[config.mk]
export PLATFORM = sky130hd
export DESIGN_NAME = ufsc_top
export DESIGN_NICKNAME = d
export VERILOG_FILES = /design/src/hdl/ufsc_pkg.sv /design/src/hdl/ufsc_thresh.sv /design/src/hdl/ufsc_top.sv /design/src/hdl/ufsc_tx_seq.sv
export VERILOG_INCLUDE_DIRS = /design/src /design/src/hdl
export SDC_FILE = /design/constraint.sdc
export NUM_CORES = 1
export LEC_CHECK = 0
export BUFFER_PORTS_ARGS = -buffer_cell sky130_fd_sc_hd__buf_4
export CAP_MARGIN = 5
export CORE_UTILIZATION = 35
export DETAILED_ROUTE_END_ITERATION = 7
export PLACE_DENSITY = 0.61
export SYNTH_ARGS = -nofsm -noshare
export SYNTH_HDL_FRONTEND = slang
export SYNTH_SLANG_ARGS = --single-unit
[constraint.sdc]
create_clock -name i_clk_sys -period 6.7 [get_ports i_clk_sys]
set_clock_uncertainty 0.15 [all_clocks]
set_input_delay 1.34 -clock i_clk_sys [delete_from_list [all_inputs] [get_ports i_clk_sys]]
set_output_delay 1.34 -clock i_clk_sys [all_outputs]
set_load 0.03 [all_outputs]
[src/hdl/ufsc_map.svh]
// Register map, field positions, reset values and timing counts
`ifndef UFSC_MAP_SVH
`define UFSC_MAP_SVH
`define UFSC_A_ISR      8'h08
`define UFSC_A_TOP_IRQ_ENABLE_REG    8'h04
`define UFSC_A_SPCL     8'h18
`define UFSC_A_STS      8'h20
`define UFSC_A_FIRST_MODE_REG    8'h24
`define UFSC_A_FLOW_THRESHOLD_REG  8'h3c
`define UFSC_A_TRGLVL   8'h40
`define UFSC_A_TXLVL    8'h44
`define UFSC_A_RXLVL    8'h48
`define UFSC_A_FLOW     8'h4c
`define UFSC_A_RESUME_CHAR_FIRST     8'h50
`define UFSC_A_RESUME_CHAR_SECOND     8'h54
`define UFSC_A_PAUSE_CHAR_FIRST    8'h58
`define UFSC_A_PAUSE_CHAR_SECOND    8'h5c
`define UFSC_B_RX_LEVEL_HANDSHAKE_ENABLE  0
`define UFSC_B_TX_GATE_BY_CLEAR_INPUT_ENABLE  1
`define UFSC_B_CLEAR_INPUT_CHANGE_FLAG   7
`define UFSC_B_SPINT    1
`define UFSC_B_RXTRG    3
`define UFSC_B_TXTRG    4
`define UFSC_B_CLKRDY   5
`define UFSC_B_TXOFF    1
`define UFSC_B_FSLEEP   5
`define UFSC_B_ASLEEP   6
`define UFSC_B_IRQSEL   7
`define UFSC_SP_RESUME_CHAR_FIRST    0
`define UFSC_SP_RESUME_CHAR_SECOND    1
`define UFSC_SP_PAUSE_CHAR_FIRST   2
`define UFSC_SP_PAUSE_CHAR_SECOND   3
`define UFSC_DOUBLE     2'h3
`define UFSC_IDLE_CHARS 17'h10000
`define UFSC_CLK_SETTLE 8'h40
`define UFSC_INIT_CYC   8'h10
`endif

[src/hdl/ufsc_pkg.sv]
// Types shared by the flow and sleep control block
package ufsc_pkg;
  typedef enum logic [1:0] {
    UFSC_RUN   = 2'b00,
    UFSC_SLEEP = 2'b01,
    UFSC_WAKE  = 2'b10
  } ufsc_pwr_t;
  typedef enum logic [1:0] {
    UFSC_CI_NONE  = 2'b00,
    UFSC_CI_FIRST = 2'b01,
    UFSC_CI_SECOND= 2'b10
  } ufsc_ci_t;
endpackage

[src/hdl/ufsc_thresh.sv]
// Hysteresis comparator on a FIFO fill level
`timescale 1ns/1ps
module ufsc_thresh (
  // Clock and reset
  input  wire logic       i_clk_sys,
  input  wire logic       i_srst,
  // Level and thresholds
  input  wire logic [7:0] i_level,
  input  wire logic [7:0] i_halt,
  input  wire logic [7:0] i_resume,
  // Stop state
  output logic            o_stop
);
  typedef struct packed {
    logic stop;
  } ufsc_th_t;
  ufsc_th_t s_r;
  ufsc_th_t s_nxt;
  always_comb begin
    s_nxt = s_r;
    if (i_level > i_halt) begin
      s_nxt.stop = 1'b1;
    end else if (i_level < i_resume) begin
      s_nxt.stop = 1'b0;
    end
  end
  always_ff @(posedge i_clk_sys) begin
    if (i_srst) begin
      s_r <= '0;
    end else begin
      s_r <= s_nxt;
    end
  end
  assign o_stop = s_r.stop;
endmodule

[src/hdl/ufsc_top.sv]
// Flow control and sleep control of a host programmed UART
// Overview of operation
// - Separate enables for level handshake and clear gating, independent.
// - Handshake output goes high above halt, low again below resume.
// - Crossing halt or resume thresholds raises no interrupt.
// - With gating on, transmit while clear input low, stop while high.
// - A word already shifting finishes before gating halts transmit.
// - Clear change flag keeps working; enable bit 7 routes it.
// - Four registers hold pause and resume characters; double wide mode.
// - Received pause or resume sets flag and records which in detail.
// - Receive flow sends pause above halt, resume below resume level.
// - Double wide sends first byte register then second.
// - Transmit flow: pause halts after current word, resume restarts.
// - Recognised control characters never enter the receive FIFO.
// - Double wide needs first byte match followed by second match.
// - Trigger flags set when FIFO count reaches or exceeds level.
// - Clocks stable flag set after sleep or shutdown exit settles.
// - Manual sleep stops clocks, receiver, transmitter; registers live.
// - Idle sleep needs empty FIFOs, no pending irq, long quiet pins.
// - Idle sleep ends on pin activity or enable bit cleared.
// - Reset pin low holds shutdown; all register contents are lost.
// - Reset rising edge resets, then interrupt output goes high.
//
// Design decisions made here: the placing of the registers and the AHB-Lite interface to the registers.
`timescale 1ns/1ps
`include "ufsc_map.svh"
module ufsc_top
  import ufsc_pkg::*;
#(
  parameter logic [16:0] IDLE_CHARS = `UFSC_IDLE_CHARS
) (
  // Clock and reset
  input  wire logic        i_clk_sys,
  input  wire logic        i_srst,
  input  wire logic        i_rst_n,
  // AHB-Lite slave
  input  wire logic        i_hsel,
  input  wire logic [7:0]  i_haddr,
  input  wire logic [1:0]  i_htrans,
  input  wire logic        i_hwrite,
  input  wire logic [2:0]  i_hsize,
  input  wire logic [31:0] i_hwdata,
  input  wire logic        i_hready,
  output logic [31:0]      o_hrdata,
  output logic             o_hreadyout,
  output logic             o_hresp,
  // UART core side
  input  wire logic [7:0]  i_rx_level,
  input  wire logic [7:0]  i_tx_level,
  input  wire logic        i_rx_valid,
  input  wire logic [7:0]  i_rx_data,
  output logic             o_rx_store,
  input  wire logic        i_tx_word_done,
  input  wire logic        i_tx_busy,
  output logic             o_tx_allow,
  output logic             o_ctl_valid,
  output logic [7:0]       o_ctl_data,
  input  wire logic        i_ctl_ready,
  input  wire logic        i_char_tick,
  input  wire logic        i_other_irq,
  // Pins
  input  wire logic        i_cts_n,
  input  wire logic        i_rxd,
  input  wire logic [3:0]  i_gpi,
  output logic             o_rts_n,
  output logic             o_irq_n,
  output logic             o_sleep
);
  typedef struct packed {
    logic [7:0] top_irq_status_reg;
    logic [7:0] top_irq_enable_reg;
    logic [7:0] spcl;
    logic [7:0] sts;
    logic [7:0] first_mode_reg;
    logic [7:0] flow_threshold_reg;
    logic [7:0] trglvl;
    logic [7:0] flow;
    logic [7:0] resume_char_first;
    logic [7:0] resume_char_second;
    logic [7:0] pause_char_first;
    logic [7:0] pause_char_second;
    logic       ph_wr;
    logic [7:0] ph_addr;
    logic [31:0] rdata;
    logic       txhalt;
    ufsc_ci_t   ci;
    logic       ci_off;
    logic       cts_q;
    logic       rxd_q;
    logic [3:0] gpi_q;
    logic [16:0] idle;
    ufsc_pwr_t  pwr;
    logic [7:0] settle;
    logic [7:0] init;
    logic       rst_n_q;
    logic       sw_stop;
    logic       gate_q;
  } ufsc_st_t;
  ufsc_st_t s_r;
  ufsc_st_t s_nxt;
  logic       rx_stop;
  logic       seq_req;
  logic       seq_busy;
  logic [7:0] seq_first;
  logic [7:0] seq_second;
  logic       rxfc_on;
  logic       txfc_on;
  logic       rx_dbl;
  logic       tx_dbl;
  logic       m_resume_char_first;
  logic       m_pause_char_first;
  logic       m_resume_char_second;
  logic       m_pause_char_second;
  logic       activity;
  logic       irq_pend;
  logic       is_ctl;
  logic       hit;

  // Thresholds: low nibble halt, high nibble resume, in units of 8 words
  ufsc_thresh u_rx_thresh (
    .i_clk_sys (i_clk_sys),
    .i_srst    (i_srst | ~i_rst_n),
    .i_level   (i_rx_level),
    .i_halt    ({1'b0, s_r.flow_threshold_reg[3:0], 3'h0}),
    .i_resume  ({1'b0, s_r.flow_threshold_reg[7:4], 3'h0}),
    .o_stop    (rx_stop)
  );
  assign rxfc_on    = s_r.flow[7:6] != 2'h0;
  assign txfc_on    = s_r.flow[5:4] != 2'h0;
  assign rx_dbl     = s_r.flow[7:6] == `UFSC_DOUBLE;
  assign tx_dbl     = s_r.flow[5:4] == `UFSC_DOUBLE;
  // pause or resume on threshold edge
  assign seq_req    = rxfc_on && (rx_stop != s_r.sw_stop) && !seq_busy;
  assign seq_first  = rx_stop ? s_r.pause_char_first : s_r.resume_char_first;
  assign seq_second = rx_stop ? s_r.pause_char_second : s_r.resume_char_second;
  ufsc_tx_seq u_tx_seq (
    .i_clk_sys (i_clk_sys),
    .i_srst    (i_srst | ~i_rst_n),
    .i_req     (seq_req),
    .i_double  (rx_dbl),
    .i_first   (seq_first),
    .i_second  (seq_second),
    .o_busy    (seq_busy),
    .o_valid   (o_ctl_valid),
    .o_data    (o_ctl_data),
    .i_ready   (i_ctl_ready)
  );
  assign m_resume_char_first  = i_rx_data == s_r.resume_char_first;
  assign m_pause_char_first = i_rx_data == s_r.pause_char_first;
  assign m_resume_char_second  = i_rx_data == s_r.resume_char_second;
  assign m_pause_char_second = i_rx_data == s_r.pause_char_second;
  // double wide needs first then second
  always_comb begin
    is_ctl = 1'b0;
    if (txfc_on && i_rx_valid) begin
      if (!tx_dbl) begin
        is_ctl = m_resume_char_first | m_pause_char_first;
      end else begin
        is_ctl = (s_r.ci == UFSC_CI_FIRST) & (s_r.ci_off ? m_pause_char_second : m_resume_char_second);
        is_ctl = is_ctl | m_resume_char_first | m_pause_char_first;
      end
    end
  end
  assign o_rx_store = i_rx_valid && !is_ctl && s_r.pwr != UFSC_SLEEP;
  assign activity   = (i_cts_n != s_r.cts_q) || (i_rxd != s_r.rxd_q) ||
                      (i_gpi != s_r.gpi_q);
  assign irq_pend   = |(s_r.top_irq_status_reg & s_r.top_irq_enable_reg) || i_other_irq;
  assign hit        = i_hsel && i_htrans[1] && i_hready;
  always_comb begin
    s_nxt = s_r;
    s_nxt.cts_q = i_cts_n;
    s_nxt.rxd_q = i_rxd;
    s_nxt.gpi_q = i_gpi;
    s_nxt.rst_n_q = i_rst_n;
    s_nxt.ph_wr = hit && i_hwrite;
    if (hit) begin
      s_nxt.ph_addr = i_haddr;
    end
    if (seq_req) begin
      s_nxt.sw_stop = rx_stop;
    end
    // Read data and clear on read
    s_nxt.rdata = 32'h0;
    if (hit && !i_hwrite) begin
      unique case (i_haddr[7:0])
        `UFSC_A_ISR: begin
          s_nxt.rdata[7:0] = s_r.top_irq_status_reg;
          s_nxt.top_irq_status_reg = 8'h0;
        end
        `UFSC_A_TOP_IRQ_ENABLE_REG:   s_nxt.rdata[7:0] = s_r.top_irq_enable_reg;
        `UFSC_A_SPCL: begin
          s_nxt.rdata[7:0] = s_r.spcl;
          s_nxt.spcl = 8'h0;
        end
        `UFSC_A_STS: begin
          s_nxt.rdata[7:0] = s_r.sts;
          s_nxt.sts = 8'h0;
        end
        `UFSC_A_FIRST_MODE_REG:   s_nxt.rdata[7:0] = s_r.first_mode_reg;
        `UFSC_A_FLOW_THRESHOLD_REG: s_nxt.rdata[7:0] = s_r.flow_threshold_reg;
        `UFSC_A_TRGLVL:  s_nxt.rdata[7:0] = s_r.trglvl;
        `UFSC_A_TXLVL:   s_nxt.rdata[7:0] = i_tx_level;
        `UFSC_A_RXLVL:   s_nxt.rdata[7:0] = i_rx_level;
        `UFSC_A_FLOW:    s_nxt.rdata[7:0] = s_r.flow;
        `UFSC_A_RESUME_CHAR_FIRST:    s_nxt.rdata[7:0] = s_r.resume_char_first;
        `UFSC_A_RESUME_CHAR_SECOND:    s_nxt.rdata[7:0] = s_r.resume_char_second;
        `UFSC_A_PAUSE_CHAR_FIRST:   s_nxt.rdata[7:0] = s_r.pause_char_first;
        `UFSC_A_PAUSE_CHAR_SECOND:   s_nxt.rdata[7:0] = s_r.pause_char_second;
        default:         s_nxt.rdata = 32'h0;
      endcase
    end
    if (s_r.ph_wr) begin
      unique case (s_r.ph_addr)
        `UFSC_A_TOP_IRQ_ENABLE_REG:   s_nxt.top_irq_enable_reg   = i_hwdata[7:0];
        `UFSC_A_FIRST_MODE_REG:   s_nxt.first_mode_reg   = i_hwdata[7:0];
        `UFSC_A_FLOW_THRESHOLD_REG: s_nxt.flow_threshold_reg = i_hwdata[7:0];
        `UFSC_A_TRGLVL:  s_nxt.trglvl  = i_hwdata[7:0];
        `UFSC_A_FLOW:    s_nxt.flow    = i_hwdata[7:0];
        `UFSC_A_RESUME_CHAR_FIRST:    s_nxt.resume_char_first    = i_hwdata[7:0];
        `UFSC_A_RESUME_CHAR_SECOND:    s_nxt.resume_char_second    = i_hwdata[7:0];
        `UFSC_A_PAUSE_CHAR_FIRST:   s_nxt.pause_char_first   = i_hwdata[7:0];
        `UFSC_A_PAUSE_CHAR_SECOND:   s_nxt.pause_char_second   = i_hwdata[7:0];
        default: s_nxt.flow = s_r.flow;
      endcase
    end
    // clear change flag always set; set beats clear
    if (i_cts_n != s_r.cts_q) begin
      s_nxt.top_irq_status_reg[`UFSC_B_CLEAR_INPUT_CHANGE_FLAG] = 1'b1;
    end
    // trigger flags, levels in units of 8 words
    if (i_rx_level >= {1'b0, s_r.trglvl[7:4], 3'h0} &&
        s_r.trglvl[7:4] != 4'h0) begin
      s_nxt.top_irq_status_reg[`UFSC_B_RXTRG] = 1'b1;
    end
    if (i_tx_level >= {1'b0, s_r.trglvl[3:0], 3'h0} &&
        s_r.trglvl[3:0] != 4'h0) begin
      s_nxt.top_irq_status_reg[`UFSC_B_TXTRG] = 1'b1;
    end
    if (txfc_on && i_rx_valid) begin
      if (tx_dbl) begin
        if (s_r.ci == UFSC_CI_FIRST &&
            (s_r.ci_off ? m_pause_char_second : m_resume_char_second)) begin
          s_nxt.txhalt = s_r.ci_off;
          s_nxt.ci = UFSC_CI_NONE;
          s_nxt.top_irq_status_reg[`UFSC_B_SPINT] = 1'b1;
          if (s_r.ci_off) begin
            s_nxt.spcl[`UFSC_SP_PAUSE_CHAR_SECOND] = 1'b1;
          end else begin
            s_nxt.spcl[`UFSC_SP_RESUME_CHAR_SECOND] = 1'b1;
          end
        end else if (m_resume_char_first || m_pause_char_first) begin
          s_nxt.ci = UFSC_CI_FIRST;
          s_nxt.ci_off = m_pause_char_first;
        end else begin
          s_nxt.ci = UFSC_CI_NONE;
        end
      end else if (m_resume_char_first || m_pause_char_first) begin
        s_nxt.txhalt = m_pause_char_first;
        s_nxt.top_irq_status_reg[`UFSC_B_SPINT] = 1'b1;
        if (m_pause_char_first) begin
          s_nxt.spcl[`UFSC_SP_PAUSE_CHAR_FIRST] = 1'b1;
        end else begin
          s_nxt.spcl[`UFSC_SP_RESUME_CHAR_FIRST] = 1'b1;
        end
      end
    end
    if (!txfc_on) begin
      s_nxt.txhalt = 1'b0;
    end
    if (!i_tx_busy || i_tx_word_done) begin
      s_nxt.gate_q = (s_r.flow[`UFSC_B_TX_GATE_BY_CLEAR_INPUT_ENABLE] && i_cts_n) ||
                     s_nxt.txhalt;
    end
    if (activity || !s_r.first_mode_reg[`UFSC_B_ASLEEP] || irq_pend ||
        i_rx_level != 8'h0 || i_tx_level != 8'h0) begin
      s_nxt.idle = 17'h0;
    end else if (i_char_tick && s_r.idle != IDLE_CHARS) begin
      s_nxt.idle = s_r.idle + 17'h1;
    end
    unique case (s_r.pwr)
      UFSC_RUN: begin
        if (s_r.first_mode_reg[`UFSC_B_FSLEEP] ||
            (s_r.idle == IDLE_CHARS && s_r.first_mode_reg[`UFSC_B_ASLEEP])) begin
          s_nxt.pwr = UFSC_SLEEP;
        end
      end
      UFSC_SLEEP: begin
        // leave on activity or enable cleared
        if (!s_r.first_mode_reg[`UFSC_B_FSLEEP] &&
            (activity || !s_r.first_mode_reg[`UFSC_B_ASLEEP])) begin
          s_nxt.pwr = UFSC_WAKE;
          s_nxt.settle = `UFSC_CLK_SETTLE;
          s_nxt.idle = 17'h0;
        end
      end
      UFSC_WAKE: begin
        if (s_r.settle == 8'h0) begin
          s_nxt.sts[`UFSC_B_CLKRDY] = 1'b1;
          s_nxt.pwr = UFSC_RUN;
        end else begin
          s_nxt.settle = s_r.settle - 8'h1;
        end
      end
      default: s_nxt.pwr = UFSC_RUN;
    endcase
    if (s_r.init != 8'h0) begin
      s_nxt.init = s_r.init - 8'h1;
      if (s_r.init == 8'h1) begin
        s_nxt.sts[`UFSC_B_CLKRDY] = 1'b1;
      end
    end
    // reset pin rising edge restarts initialisation
    if (i_rst_n && !s_r.rst_n_q) begin
      s_nxt.init = `UFSC_INIT_CYC;
    end
  end
  always_ff @(posedge i_clk_sys) begin
    if (i_srst || !i_rst_n) begin
      s_r <= '0;
      s_r.cts_q <= 1'b1;
      s_r.rxd_q <= 1'b1;
      s_r.init <= `UFSC_INIT_CYC;
    end else begin
      s_r <= s_nxt;
    end
  end
  // gate; host holds transmitter off while enabling
  assign o_tx_allow = !s_r.gate_q && s_r.pwr == UFSC_RUN &&
                      !s_r.first_mode_reg[`UFSC_B_TXOFF];
  assign o_rts_n    = s_r.flow[`UFSC_B_RX_LEVEL_HANDSHAKE_ENABLE] ? rx_stop : 1'b0;
  assign o_sleep    = s_r.pwr == UFSC_SLEEP;
  // low during initialisation, then interrupt level
  assign o_irq_n    = (s_r.init != 8'h0 || !s_r.rst_n_q) ? 1'b0 :
                      !(s_r.first_mode_reg[`UFSC_B_IRQSEL] && irq_pend);
  assign o_hrdata   = s_r.rdata;
  assign o_hreadyout = 1'b1;
  assign o_hresp    = 1'b0;
endmodule

[src/hdl/ufsc_tx_seq.sv]
// Control character sender, single or double wide
`timescale 1ns/1ps
module ufsc_tx_seq (
  // Clock and reset
  input  wire logic       i_clk_sys,
  input  wire logic       i_srst,
  // Request
  input  wire logic       i_req,
  input  wire logic       i_double,
  input  wire logic [7:0] i_first,
  input  wire logic [7:0] i_second,
  output logic            o_busy,
  // Byte out to the shifter
  output logic            o_valid,
  output logic [7:0]      o_data,
  input  wire logic       i_ready
);
  typedef struct packed {
    logic [1:0] left;
    logic [7:0] data;
    logic [7:0] hold;
  } ufsc_sq_t;
  ufsc_sq_t s_r;
  ufsc_sq_t s_nxt;
  always_comb begin
    s_nxt = s_r;
    if (s_r.left == 2'h0) begin
      if (i_req) begin
        s_nxt.data = i_first;
        s_nxt.hold = i_second;
        s_nxt.left = i_double ? 2'h2 : 2'h1;
      end
    end else if (i_ready) begin
      s_nxt.left = s_r.left - 2'h1;
      s_nxt.data = s_r.hold;
    end
  end
  always_ff @(posedge i_clk_sys) begin
    if (i_srst) begin
      s_r <= '0;
    end else begin
      s_r <= s_nxt;
    end
  end
  assign o_busy  = s_r.left != 2'h0;
  assign o_valid = s_r.left != 2'h0;
  assign o_data  = s_r.data;
endmodule

Word level (Yosys, flattened, before mapping)
Index checks and enable logic that the tools add are counted.
{ "op_classes": {"n_div": 0, "n_reduce_logical": 85, "add_sub_neg": 4, "mux": 62, "multipliers": 0, "shifts": 0, "order_cmp": 4, "n_eq_ne": 45, "n_bitwise": 9} }
{ "op_table": {"columns": ["cell", "count"], "rows": [
  ["$eq A8 B7 Y1 const B", 14],
  ["$pmux W8 S14", 1],
  ["$mux W17", 3],
  ["$eq A8 B6 Y1 const B", 5],
  ["$mux W8", 5],
  ["$mux W1", 38],
  ["$eq A8 B8 Y1", 4],
  ["$reduce_and A2 Y1", 15],
  ["$mux W27", 1],
  ["$reduce_bool A2 Y1", 12],
  ["$reduce_bool A8 Y1", 3],
  ["$logic_and A1 B1 Y1", 20],
  ["$mux W10", 2],
  ["$mux W18", 1],
  ["$add A17 B1 Y17 const B", 1],
  ["$eq A17 B17 Y1 const B", 1],
  ["$ne A17 B17 Y1 const B", 1],
  ["$eq A8 B3 Y1 const B", 2],
  ["$ge A8 B7 Y1", 2],
  ["$pmux W8 S2", 1],
  ["$sub A8 B1 Y8 const B", 2],
  ["$logic_or A1 B1 Y1", 13],
  ["$mux W12", 1],
  ["$mux W4", 3],
  ["other kinds (28)", 58]
]} }
{ "word_totals": {"latchBits": 0, "register_bits": 189, "ram_bits": 0, "mem_bits_ro": 0, "memories": 0, "wordCells": 245, "in_bits": 87} }

Logic depth before layout (Yosys ltp)
{ "depth": {"word_depth": 10, "depth_mapped": 8} }

Cells and area by module
Synthesis repeated with hierarchy kept, for this count alone.
{ "hier_totals": {"hier_cells": 1049, "area_unflattened_um2": 9033.7} }
{ "by_module_without_submodules": {"columns": ["mod", "area_each_um2", "instances", "cells_each", "seq_area_each_um2"], "rows": [
  ["ufsc_top", 7791.2, 1, 900, 2902.8],
  ["ufsc_tx_seq", 830.8, 1, 96, 360.3],
  ["ufsc_thresh", 411.6, 1, 53, 20.0]
]} }

Worst setup path after synthesis
Ideal clock, no wire load.
{ "synth_timing": {"path_kind": "input-to-output", "start": "input port i_rx_data[6]", "end": "output port o_rx_store", "path_buffers": 0, "t_arrival_ps": 2427, "cell_stages": 6, "t_required_ps": 5210, "path_slack_ps": 2783, "path_cell_list": "xnor2_1 nand4_1 nor2_1 nor2_1 o21ai_0 a21oi_1"} }
{ "synth_via": {"elab_chain_len": 10, "word_cells_on_any_way": 14, "classes_between": "eq/ne: 4; mux: 3; bitwise: 4; reduce/logical: 3"} }
{ "synth_rtl": {"columns": ["element", "line_no", "text"], "rows": [
  ["start: declaration", "ufsc_top.sv:51", "input wire logic [7:0] i_rx_data,"],
  ["$eq A8 B8 Y1, on equally long branches", "ufsc_top.sv:150, ufsc_top.sv:151", null],
  ["$mux W1", "ufsc_top.sv:159", "is_ctl = (s_r.ci == UFSC_CI_FIRST) & (s_r.ci_off ? m_pause_char_second : m_resume_char_second);"],
  ["$and A1 B1 Y1", "ufsc_top.sv:159", null],
  ["$or A1 B1 Y1 (2 in a row)", "ufsc_top.sv:160", "is_ctl = is_ctl | m_resume_char_first | m_pause_char_first;"],
  ["$mux W1 *", "ufsc_top.sv:156", "if (!tx_dbl) begin"],
  ["$mux W1 *", "ufsc_top.sv:155", "if (txfc_on && i_rx_valid) begin"],
  ["$logic_not A1 Y1 *", "ufsc_top.sv:164", "assign o_rx_store = i_rx_valid && !is_ctl && s_r.pwr != UFSC_SLEEP;"],
  ["$logic_and A1 B1 Y1 * (2 in a row)", "ufsc_top.sv:164", null],
  ["end: declaration", "ufsc_top.sv:52", "output logic o_rx_store,"]
]} }
Every way passes the cells marked *; elsewhere a longest branch is shown, timed or not.

Worst setup path after layout
{ "layout_timing": {"start": "register s_r[44] (netlist bit)", "end": "output port o_rx_store"} }
{ "layout_via": {"elab_chain_len": 9} }
{ "layout_rtl": {"columns": ["element", "line_no", "text"], "rows": [
  ["start: declaration", "ufsc_top.sv:99", "ufsc_st_t s_r;"],
  ["start signal: assignment", "ufsc_top.sv:324", "s_r <= s_nxt;"],
  ["$mux W1", "ufsc_top.sv:159", null],
  ["$and A1 B1 Y1", "ufsc_top.sv:159", null],
  ["$or A1 B1 Y1 (2 in a row)", "ufsc_top.sv:160", null],
  ["$mux W1", "ufsc_top.sv:156", null],
  ["$mux W1", "ufsc_top.sv:155", null],
  ["$logic_not A1 Y1", "ufsc_top.sv:164", null],
  ["$logic_and A1 B1 Y1 (2 in a row)", "ufsc_top.sv:164", null]
]} }
No other way between the ends.

==> flow_summary_export.csv <==
group,metric,value,unit
run_status,status,"finished clean",
synth,yosys.area.top_type,"dfxtp_1",
timing,hold_viol_final,0,
clock_tree,tritoncts,"yes",
cells_and_area,final_cell_mix,"dfxtp_1, nor2_1, mux2i_1, buf_4, nand2_1",
power,peakVddDrop,0.1507,mV
grt,busiest_layer,"met2",
floorplanning,core,24250,µm²
routing,vias,7301,
setup_path,arrival,2.77,ns
worst_hold_path,min_path_type,"reg2reg",
floorplanning,start_util,35.67,%
grt,overflow,0,
timing,fin_ws,2.441,ns
grt,grt_max_degree,80,
clock_tree,clock-sinks,164,
routing,wl_per_cell,17.53,µm
cells_and_area,drive_gt1_share,13.33,%
clock_tree,clk_path_buf_depth,2,
setup_path,crit_required,5.21,ns
cells_and_area,area_delta_synth_final,14.38,%
synth,yosys.area_share.adder,3.038,%
synth,syn-instance-count,1013,
clock_tree,clockRootBuffer,"clkbuf_16",
synth,synth-simple-area-share,19.86,%
floorplanning,chipWidth,159.2,µm
timing,max_clock_freq,0.2348,GHz
routing,drc,0,
grt,grt_use_met2,30.92,%
grt,met1_usage,25.48,%
grt,met3_usage,4.480,%
floorplanning,rows,57,
clock_tree,clock_latency,0.44,ns
synth,synthXorXnorAreaFrac,5.164,%
routing,drt-pass1-iter-count,5,
setup_path,slowest_stage,"dfxtp_1",
grt,track_usage,19.41,%
placement,dp_hpwl,17800,µm
timing,setup_viol,0,
routing,drtIter0Drc,546,
synth,synth_ff_type,"dfxtp_1",
power,leakage,3.693,nW
setup_path,cp_cell_sequence,"mux2i_1 -> xnor2_1 -> nor4_2 -> nand2b_1 -> o21ai_0 -> a21oi_1 -> buf_4",
setup_path,cpPeakStageDelay,0.78,ns
cells_and_area,fin_cells,1389,
synth,synth_top_family_by_area,"simple AND/OR/NAND/NOR gates",
synth,syn-cell-area,8650,µm²
setup_path,crit_type,"reg2out",
setup_path,cp_max_fo,12,
placement,io_buffers,80,
setup_path,critPathBufInv,1,
floorplanning,dieHeight,159.2,µm
timing,fin_crit,4.260,ns
grt,antenna_found_initial,0,
clock_tree,hold_buffers,0,
power,pwr_density_cell,216.5,nW/µm²
synth,synth_cell_types,59,
floorplanning,fp.dieArea,25350,µm²
synth,yosysWarnings,0,
clock_tree,clk_pin_slew_worst_paths,0.08,ns
grt,grt_pass1_wl,38140,µm
timing,tightestPinTransition,1.330,ns
routing,ant_nets,0,
synth,netlist.area_leader.share,37.96,%
grt,grt_pass1_vias,6858,
cells_and_area,final_nets,1160,
setup_path,critPathLaunchType,"flip-flop",
routing,totalWireLength,24360,µm
setup_path,cpLargestDelayFamily,"flip-flops",
synth,avgSynthCellArea,8.539,µm²
timing,fin_crit_sh,63.57,%
floorplanning,ioPinCount,135,
synth,synth_seq_cells,164,
setup_path,end_kind,"output pin",
placement,place_inst,1357,
clock_tree,cts_resized,0,
clock_tree,cts_max_level,4,
synth,synth-edff-count,0,
timing,tns,0,ns
clock_tree,numCtsBuffers,17,
synth,ys_seq_area_share,37.96,%
synth,synthTopCellsByArea,"dfxtp_1, mux2i_1, nor2_1",
routing,viasPerCell,5.256,
power,total_power,2.142,mW
timing,slew_violations,0,
timing,holdWs,0.3056,ns
run,drv_cap,0,
placement,gp_congestion,0.9266,
synth,synth-compound-area-share,13.58,%
cells_and_area,n_antenna_cell,0,
synth,synthMuxAreaShare,12.63,%
timing,rsz0062_at_grt,"no",
synth,synthArstFlopShare,0,%
placement,place_ws,2.515,ns
clock_tree,cts_setup_buffers,0,
cells_and_area,final_common_cell,"dfxtp_1",
timing,max_slew_margin,10.65,%
==> per-stage QoR <==
| stage | instance area, µm² | util (%) |
|---|---|---|
| after floorplan | 8740 | - |
| after global placement | 9286 | 38.30 |
| after CTS | 9893 | 40.80 |
| after global routing | 9893 | 40.80 |
| final | 9893 | 40.80 |
| after detailed placement | 9286 | 38.30 |
==> cell type report <==
cell class                      instances  area, µm²
Sequential cell                       164       3283
Clock buffer                           17      425.4
Clock inverter                         15      181.4
Multi-Input combinational cell        744       4806
Timing Repair Buffer                   86      645.6
Inverter                               39      146.4
Fill cell                            2486      14360
Tap cell                              324      405.4
==> registers in the layout, indices dropped and copies added, names as in the netlist <==
| register | cells |
|---|---|
| u_tx_seq.s_r | 10 |
| u_tx_seq.o_data | 8 |
| s_r | 137 |
| o_hrdata | 8 |
| u_rx_thresh.o_stop | 1 |
==> synth_stat cells (all sizes together) (18+ instances only) <==
| cell type | instances |
|---|---|
| nand3 | 24 |
| o21ai | 28 |
| xor2 | 18 |
| buf | 57 |
| mux2i | 90 |
| nand2 | 82 |
| inv | 39 |
| nor2 | 143 |
| clkbuf | 33 |
| a21oi | 60 |
| ha | 21 |
| xnor2 | 33 |
| dfxtp | 164 |
==> worst min-delay path, stage by stage (launching register included) <==
cell and delay (ns):
dfxtp_1 0.31, nand2_1 0.05, a21oi_1 0.05
==> routing by layer <==
metal	up-vias	share of wire, %
met4	0	2.7
met5	-	0
met3	35	6.0
met1	3439	46
li1	3589	-
met2	238	45
==> power breakdown <==
| part | internal, mW | switching [mW] | total [mW] |
|---|---|---|---|
| logic | 0.0531 | 0.104 | 0.157 |
| clock network | 0.535 | 0.468 | 1.00 |
| registers | 0.978 | 0.00325 | 0.981 |
==> cells by family after synthesis <==
| logic type | after synthesis |
|---|---|
| compound gates | 180 |
| xor+xnor | 51 |
| fa+ha+maj | 21 |
| buf+inv | 129 |
| flops | 164 |
| mux | 105 |
| other cells | 2 |
| simple gates | 361 |
==> final timing paths <==
check	startpoint	to	slack [ns]	depth (start not counted)
hold reg to reg	u_tx_seq.o_data[6]	u_tx_seq.o_data[6]	0.31	2
setup reg to reg	s_r[44]	s_r[47]	3.83	6
hold / removal	u_tx_seq.o_data[6]	u_tx_seq.o_data[6]	0.31	2
setup / recovery	s_r[44]	o_rx_store	2.44	7
Power figures use the tool's default switching activity.
